--- config.mk ---
export PLATFORM = sky130hd
export DESIGN_NAME = msad_decode
export DESIGN_NICKNAME = d
export VERILOG_FILES = /design/src/msad_data_ram.v /design/src/msad_decode.v
export VERILOG_INCLUDE_DIRS = /design/src
export SDC_FILE = /design/constraint.sdc
export NUM_CORES = 1
export LEC_CHECK = 0
export ABC_AREA = 0
export BUFFER_PORTS_ARGS = -buffer_cell sky130_fd_sc_hd__buf_2
export CAP_MARGIN = 20
export CORE_AREA = 2 2 175 177
export CTS_CLUSTER_DIAMETER = 200
export DETAILED_ROUTE_END_ITERATION = 16
export DIE_AREA = 0 0 177 179
export HOLD_SLACK_MARGIN = 0.12
export PLACE_DENSITY = 0.7
export SLEW_MARGIN = 10
export SYNTH_ARGS = -nofsm -noshare
export SYNTH_HDL_FRONTEND = slang
export SYNTH_SLANG_ARGS = --single-unit
--- constraint.sdc ---
create_clock -name core_clk -period 5.7 [get_ports core_clk]
set_clock_uncertainty 0.2 [all_clocks]
set_input_delay 1.14 -clock core_clk [delete_from_list [all_inputs] [get_ports core_clk]]
set_output_delay 1.14 -clock core_clk [all_outputs]
set_load 0.005 [all_outputs]
--- src/msad_map.vh ---
// Purpose: constants for the memory space address decode block
// Assumes: 40 MHz core clock
// Notes: addresses are byte or program-word addresses as noted
`ifndef MSAD_MAP_VH
`define MSAD_MAP_VH
`define MSAD_PADDR_W 24
`define MSAD_PC_W 23
`define MSAD_USER_TOP 24'h7FFFFF
`define MSAD_RESET_ADDR 24'h000000
`define MSAD_RESET_TGT 24'h000002
`define MSAD_IVT_BASE 24'h000004
`define MSAD_AIVT_BASE 24'h000100
`define MSAD_AIVT_TOP 24'h0001FF
`define MSAD_VEC_TOP 24'h000200
`define MSAD_PC_STEP 24'h000002
`define MSAD_PAGE_CFG_BIT 7
`define MSAD_EA_W 16
`define MSAD_EA_PSV_BIT 15
`define MSAD_RAM_TOP 16'h7800
`define MSAD_RAM_WORDS 16
`define MSAD_DW 16
`endif

--- src/msad_data_ram.v ---
// Purpose: small word-wide data memory with byte lanes
// Assumes: synchronous inputs, one clock
// Notes: lsb at even address, msb at odd address
`timescale 1ns/10ps
`include "msad_map.vh"
module msad_data_ram (
	core_clk,
	wr_en,
	wr_byte,
	wr_ea,
	wr_data,
	rd_ea,
	rd_word
);
	input wire core_clk;
	input wire wr_en;
	input wire wr_byte;
	input wire [15:0] wr_ea;
	input wire [15:0] wr_data;
	input wire [15:0] rd_ea;
	output wire [15:0] rd_word;
	reg [15:0] mem_ff [0:`MSAD_RAM_WORDS-1];
	wire [3:0] wr_idx;
	wire [3:0] rd_idx;
	assign wr_idx = wr_ea[4:1];
	assign rd_idx = rd_ea[4:1];
	assign rd_word = mem_ff[rd_idx];
	// ------------------------------------------------------------
	// byte lanes
	// ------------------------------------------------------------
	always @(posedge core_clk) begin
		if (wr_en && (!wr_byte || !wr_ea[0])) begin
			mem_ff[wr_idx][7:0] <= wr_data[7:0];
		end
		if (wr_en && (!wr_byte || wr_ea[0])) begin
			mem_ff[wr_idx][15:8] <= wr_byte ? wr_data[7:0] : wr_data[15:8];
		end
	end
endmodule // msad_data_ram

--- src/msad_decode.v ---
// Purpose: program and data space address forming and decode
// Assumes: core fetch and address units drive synchronous requests
// Notes: all outputs registered
//
// Summary of operation
// program address 24 bits from pc/table
// user accesses limited to lower half
// table page bit 7 reaches config space
// program location 24 bits, two words
// lower word even, upper word odd
// pc word aligned, steps by two
// addresses below 0x200 are vectors
// reset starts at zero, jump target 0x2
// primary and alternate vector tables
// 16-bit data, separate read/write units
// 16-bit byte effective data addresses
// ea bit 15 selects visibility window
// reads outside ram return zero
// lsb even address, msb odd address
// program space up to 4M locations
`timescale 1ns/10ps
`include "msad_map.vh"
module msad_decode (
	core_clk,
	rst,
	pc_step,
	pc_down,
	pc_load,
	pc_load_addr,
	tbl_req,
	table_page_register,
	tbl_offset,
	tbl_upper,
	vec_req,
	vec_alt,
	vec_num,
	rd_req,
	rd_byte,
	rd_ea,
	wr_req,
	wr_byte,
	wr_ea,
	wr_data,
	pc_ff,
	prog_addr_ff,
	prog_upper_ff,
	prog_viol_ff,
	prog_cfg_ff,
	prog_vec_ff,
	data_ff,
	psv_hit_ff,
	psv_addr_ff,
	data_oor_ff
);
	input wire core_clk;
	input wire rst;
	input wire pc_step;
	input wire pc_down;
	input wire pc_load;
	input wire [22:0] pc_load_addr;
	input wire tbl_req;
	input wire [7:0] table_page_register;
	input wire [15:0] tbl_offset;
	input wire tbl_upper;
	input wire vec_req;
	input wire vec_alt;
	input wire [6:0] vec_num;
	input wire rd_req;
	input wire rd_byte;
	input wire [15:0] rd_ea;
	input wire wr_req;
	input wire wr_byte;
	input wire [15:0] wr_ea;
	input wire [15:0] wr_data;
	output reg [22:0] pc_ff;
	output reg [23:0] prog_addr_ff;
	output reg prog_upper_ff;
	output reg prog_viol_ff;
	output reg prog_cfg_ff;
	output reg prog_vec_ff;
	output reg [15:0] data_ff;
	output reg psv_hit_ff;
	output reg [23:0] psv_addr_ff;
	output reg data_oor_ff;

	wire [15:0] ram_word;
	reg [22:0] nxt_pc;
	reg [23:0] nxt_addr;
	reg nxt_viol;
	reg nxt_cfg;
	reg [15:0] rd_sel;
	wire rd_in_ram;
	wire wr_in_ram;
	reg [23:0] pc_sum;
	reg nxt_upper;
	reg nxt_vec;
	reg [15:0] nxt_data;
	reg nxt_psv_hit;
	reg [23:0] nxt_psv_addr;
	reg nxt_oor;
	wire [23:0] vec_base;
	wire [23:0] vec_ofs;
	wire [7:0] rd_lo;
	wire [7:0] rd_hi;
	wire [23:0] psv_addr;
	wire rd_low_half;
	wire rd_below_top;
	wire wr_low_half;
	wire wr_below_top;
	wire ram_wr_en;
	// ------------------------------------------------------------
	// program counter
	// ------------------------------------------------------------
	always @* begin
		nxt_pc = pc_ff;
		pc_sum = {1'b0, pc_ff};
		if (pc_load) begin
			nxt_pc = {pc_load_addr[22:1], 1'b0};
		end else if (pc_step && pc_down) begin
			pc_sum = {1'b0, pc_ff} - `MSAD_PC_STEP;
			nxt_pc = pc_sum[22:0];
		end else if (pc_step) begin
			pc_sum = {1'b0, pc_ff} + `MSAD_PC_STEP;
			nxt_pc = pc_sum[22:0];
		end
	end
	// ------------------------------------------------------------
	// vector table select
	// ------------------------------------------------------------
	assign vec_base = vec_alt ? `MSAD_AIVT_BASE : `MSAD_IVT_BASE;
	assign vec_ofs = {16'h0000, vec_num, 1'b0};
	// ------------------------------------------------------------
	// program address forming
	// ------------------------------------------------------------
	always @* begin
		nxt_addr = {1'b0, pc_ff};
		nxt_cfg = 1'b0;
		nxt_viol = 1'b0;
		if (vec_req) begin
			nxt_addr = vec_base + vec_ofs;
		end else if (tbl_req) begin
			nxt_addr = {table_page_register, tbl_offset[15:1], tbl_upper};
			nxt_cfg = table_page_register[`MSAD_PAGE_CFG_BIT];
		end
		if (!tbl_req && nxt_addr > `MSAD_USER_TOP) begin
			nxt_viol = 1'b1;
		end
	end
	// ------------------------------------------------------------
	// data decode
	// ------------------------------------------------------------
	assign rd_low_half = !rd_ea[`MSAD_EA_PSV_BIT];
	assign rd_below_top = (rd_ea < `MSAD_RAM_TOP);
	assign rd_in_ram = rd_low_half && rd_below_top;
	assign wr_low_half = !wr_ea[`MSAD_EA_PSV_BIT];
	assign wr_below_top = (wr_ea < `MSAD_RAM_TOP);
	assign wr_in_ram = wr_low_half && wr_below_top;
	assign ram_wr_en = wr_req && wr_in_ram;
	assign rd_lo = ram_word[7:0];
	assign rd_hi = ram_word[15:8];
	assign psv_addr = {1'b0, table_page_register, rd_ea[14:0]};
	always @* begin
		rd_sel = ram_word;
		if (!rd_in_ram) begin
			rd_sel = 16'h0000;
		end else if (rd_byte) begin
			rd_sel = {8'h00, rd_ea[0] ? rd_hi : rd_lo};
		end
	end
	msad_data_ram msad_data_ram_inst (
		.core_clk(core_clk),
		.wr_en(ram_wr_en),
		.wr_byte(wr_byte),
		.wr_ea(wr_ea),
		.wr_data(wr_data),
		.rd_ea(rd_ea),
		.rd_word(ram_word)
	);
	// ------------------------------------------------------------
	// next values of the registered outputs
	// ------------------------------------------------------------
	always @* begin
		nxt_upper = nxt_addr[0];
		nxt_vec = (nxt_addr < `MSAD_VEC_TOP);
		nxt_data = data_ff;
		nxt_psv_hit = psv_hit_ff;
		nxt_psv_addr = psv_addr_ff;
		nxt_oor = data_oor_ff;
		if (rd_req) begin
			nxt_data = rd_sel;
			nxt_psv_hit = rd_ea[`MSAD_EA_PSV_BIT];
			nxt_psv_addr = psv_addr;
			nxt_oor = !rd_in_ram;
		end
	end
	// ------------------------------------------------------------
	// registers
	// ------------------------------------------------------------
	always @(posedge core_clk or posedge rst) begin
		if (rst) begin
			pc_ff <= 23'h000000;
			prog_addr_ff <= `MSAD_RESET_ADDR;
			prog_upper_ff <= 1'b0;
			prog_viol_ff <= 1'b0;
			prog_cfg_ff <= 1'b0;
			prog_vec_ff <= 1'b1;
			data_ff <= 16'h0000;
			psv_hit_ff <= 1'b0;
			psv_addr_ff <= 24'h000000;
			data_oor_ff <= 1'b0;
		end else begin
			pc_ff <= nxt_pc;
			prog_addr_ff <= nxt_addr;
			prog_upper_ff <= nxt_upper;
			prog_viol_ff <= nxt_viol;
			prog_cfg_ff <= nxt_cfg;
			prog_vec_ff <= nxt_vec;
			data_ff <= nxt_data;
			psv_hit_ff <= nxt_psv_hit;
			psv_addr_ff <= nxt_psv_addr;
			data_oor_ff <= nxt_oor;
		end
	end
endmodule // msad_decode

==> impl_metrics.json <==
{
  "maxCapViolations": 0,
  "dpl.hpwl_um": 23000,
  "layout.nets": 1211,
  "htree_num_levels": 2,
  "start_kind": "primary input",
  "dieWidth_um": 177,
  "synth_area_um2": 14700,
  "ys_seq_elements": 345,
  "vias": 8702,
  "setup_violations": 0,
  "fin_cells": 1511,
  "io_pins": 208,
  "path_clk_slew_ns": 0.06,
  "dp_cells": 1451,
  "insertion_delay_ns": 0.52,
  "ctsHoldBuffers": 0,
  "ys.warnings.count": 0,
  "fmax_ghz": 0.268,
  "rsz0062_at_grt": "no",
  "leakage_nw": 6.36,
  "wirelength_um": 33700,
  "core_um2": 30000,
  "drv_slew": 0,
  "crit_type": "in -> reg",
  "grt_usage_pct": 21.5,
  "gp_congestion": 0.863,
  "drive_gt1_share_pct": 34.4,
  "post-cts-setup-buffers": 0,
  "drcViolationCount": 0,
  "setup_tns_ns": 0,
  "final.min_clock_period_ns": 3.73,
  "worstHoldPathType": "reg -> reg",
  "numClockSinks": 345,
  "power_mw": 5.59,
  "ant_nets": 0,
  "antenna_cells": 0,
  "die_area_um2": 31700,
  "grt_overflow_total": 0,
  "crit_arrival_ns": 3.98,
  "synth-seq-area-share_pct": 67.7,
  "hold_viol": 0,
  "ir_drop_uv": 194,
  "end_kind": "flip-flop",
  "cts.path.max_buffers": 3,
  "cts_buffers": 35,
  "post_cts_resized": 0,
  "io_buffers": 197,
  "start_util_pct": 48.8,
  "status": "finished clean",
  "core.rowCount": 64,
  "period_share_pct": 65.4,
  "synth_cell_type_count": 60,
  "path_max_fanout": 19,
  "synth_ff_type": "edfxtp_1",
  "die_h_um": 179,
  "first_pass_iters": 5,
  "maxSlewHeadroom_pct": 37.2,
  "synth-edff-count": 256,
  "avgRoutedWirePerCell_um": 22.3,
  "grt_pass1_vias": 8550,
  "syn_to_final_growth_pct": 16.8,
  "synthCells": 902,
  "clockRootBuffer": "clkbuf_16",
  "fillerInstances": 2376,
  "cp.required_ns": 5.95,
  "grt_pass1_wl_um": 50700,
  "synth_async_sr_flop_share_pct": 25.8,
  "vias_per_cell": 5.76,
  "postLayoutCellArea_um2": 17100,
  "placed_area_um2": 16000,
  "grt_max_degree": 63,
  "power_density_nw_per_um2": 327,
  "worst_pin_slew_ns": 0.938,
  "whs_ns": 0.278,
  "cts_tree": "yes",
  "syn_area_per_cell_um2": 16.2,
  "drtIter0Drc": 911,
  "antenna_found_initial": 0
}
## worst max-delay path: stages
cell and delay (ns):
buf_2 0.34, nand2_1 0.10, buf_4 0.22, xnor2_1 0.15, ha_1 0.28, nor3_1 0.21, nand2_1 0.11, o32ai_1 0.48
mux2_2 0.41, or4b_1 0.47, nand3_1 0.08
## final timing paths
kind	startpoint	end	slack (ns)	cells past startpoint
max reg2reg	pc_ff[2]	pc_ff[15]	2.70	8
max in group asynchronous	rst	psv_addr_ff[4]	3.78	3
min in group asynchronous	rst	data_ff[15]	0.39	2
max	pc_step	pc_ff[15]	1.97	11
min reg2reg	data_oor_ff	data_oor_ff	0.28	1
min	data_oor_ff	data_oor_ff	0.28	1
## where the power goes
part           switching [mW]  internal [mW]
Combinational           0.272          0.223
Sequential             0.0830           2.79
Clock                   0.913           1.31
Total                    1.27           4.32
## layout make-up
type                    count  area (um2)  share of cell area [%]
well taps                 396         495                    2.90
inverters                  23        88.8                   0.519
multi-input cells         478        4410                    25.8
clock inverters             8         106                   0.621
clock buffers              51        1000                    5.85
flip-flops and latches    345        9920                    57.9
repair buffers            210        1100                    6.40
## flip-flops by register name, indices dropped and copies added (netlist names)
register and count:
msad_data_ram_inst.mem_ff 256, prog_addr_ff 24, psv_addr_ff 23, pc_ff 22
data_ff 16, data_oor_ff 1, prog_vec_ff 1, prog_viol_ff 1
psv_hit_ff 1
## per-layer routing
metal | routed length [um] | vias up | GRT usage, %
met4 | 611 | 0 | 5.61
met2 | 16200 | 411 | 35.6
met3 | 2620 | 46 | 3.73
met5 | 0 | - | 0
li1 | - | 3884 | -
met1 | 14200 | 4361 | 29.8
## per-stage QoR
| stage | util, % | setup slack [ns] |
|---|---|---|
| after global routing | 57.0 | 1.79 |
| final | 57.0 | 1.97 |
| after floorplan | - | 1.76 |
| after global placement | 53.3 | 1.53 |
| after CTS | 57.0 | 2.03 |
| after detailed placement | 53.3 | 1.51 |
## cell families after synthesis
family	count (synthesis)	share of synthesized area, %
AO/OA/AOI/OAI	91	3.82
XOR/XNOR	24	1.43
flip-flops	345	67.7
other	1	0.0256
adder cells (fa/ha/maj)	3	0.256
multiplexers	150	17.4
buffers and inverters	81	2.32
AND/OR/NAND/NOR	207	7.04
## cell usage in the layout (no fill, tap or decap), drive strengths merged, types with 5 or more instances in the layout
master / synthesis / layout
o21ai: 48 / 48
a21oi: 11 / 11
xor2: 10 / 10
nand3b: 8 / 8
buf: 18 / 210
clkinv: 1 / 5
nand2b: 6 / 6
nand2: 53 / 53
mux2i: 32 / 32
nor4: 7 / 7
nor2: 59 / 59
mux2: 38 / 38
a22oi: 10 / 10
xnor2: 14 / 14
mux4: 80 / 80
nand4: 13 / 13
dfrtp: 88 / 88
nor3: 21 / 21
clkbuf: 40 / 51
inv: 22 / 24
and3: 7 / 7
nand3: 11 / 11
edfxtp: 256 / 256
## synthesized netlist by cell type (all sizes together) (4+ instances only)
| cell | instances | area [um2] |
|---|---|---|
| nand2b | 6 | 37.5 |
| mux4 | 80 | 1800 |
| nand4 | 13 | 81.3 |
| edfxtp | 256 | 7690 |
| xor2 | 10 | 87.6 |
| xnor2 | 14 | 123 |
| nor2 | 59 | 221 |
| mux2i | 32 | 320 |
| a22oi | 10 | 88.8 |
| dfrtp | 88 | 2200 |
| a21oi | 11 | 55.1 |
| buf | 18 | 104 |
| nand3b | 8 | 60.1 |
| nand2 | 53 | 199 |
| mux2 | 38 | 432 |
| or4 | 4 | 37.5 |
| nor4 | 7 | 43.8 |
| nand3 | 11 | 55.1 |
| nor3 | 21 | 105 |
| and3 | 7 | 43.8 |
| clkbuf | 40 | 150 |
| o21ai | 48 | 240 |
| inv | 22 | 82.6 |
No activity file was read; power rests on OpenSTA's default activity.
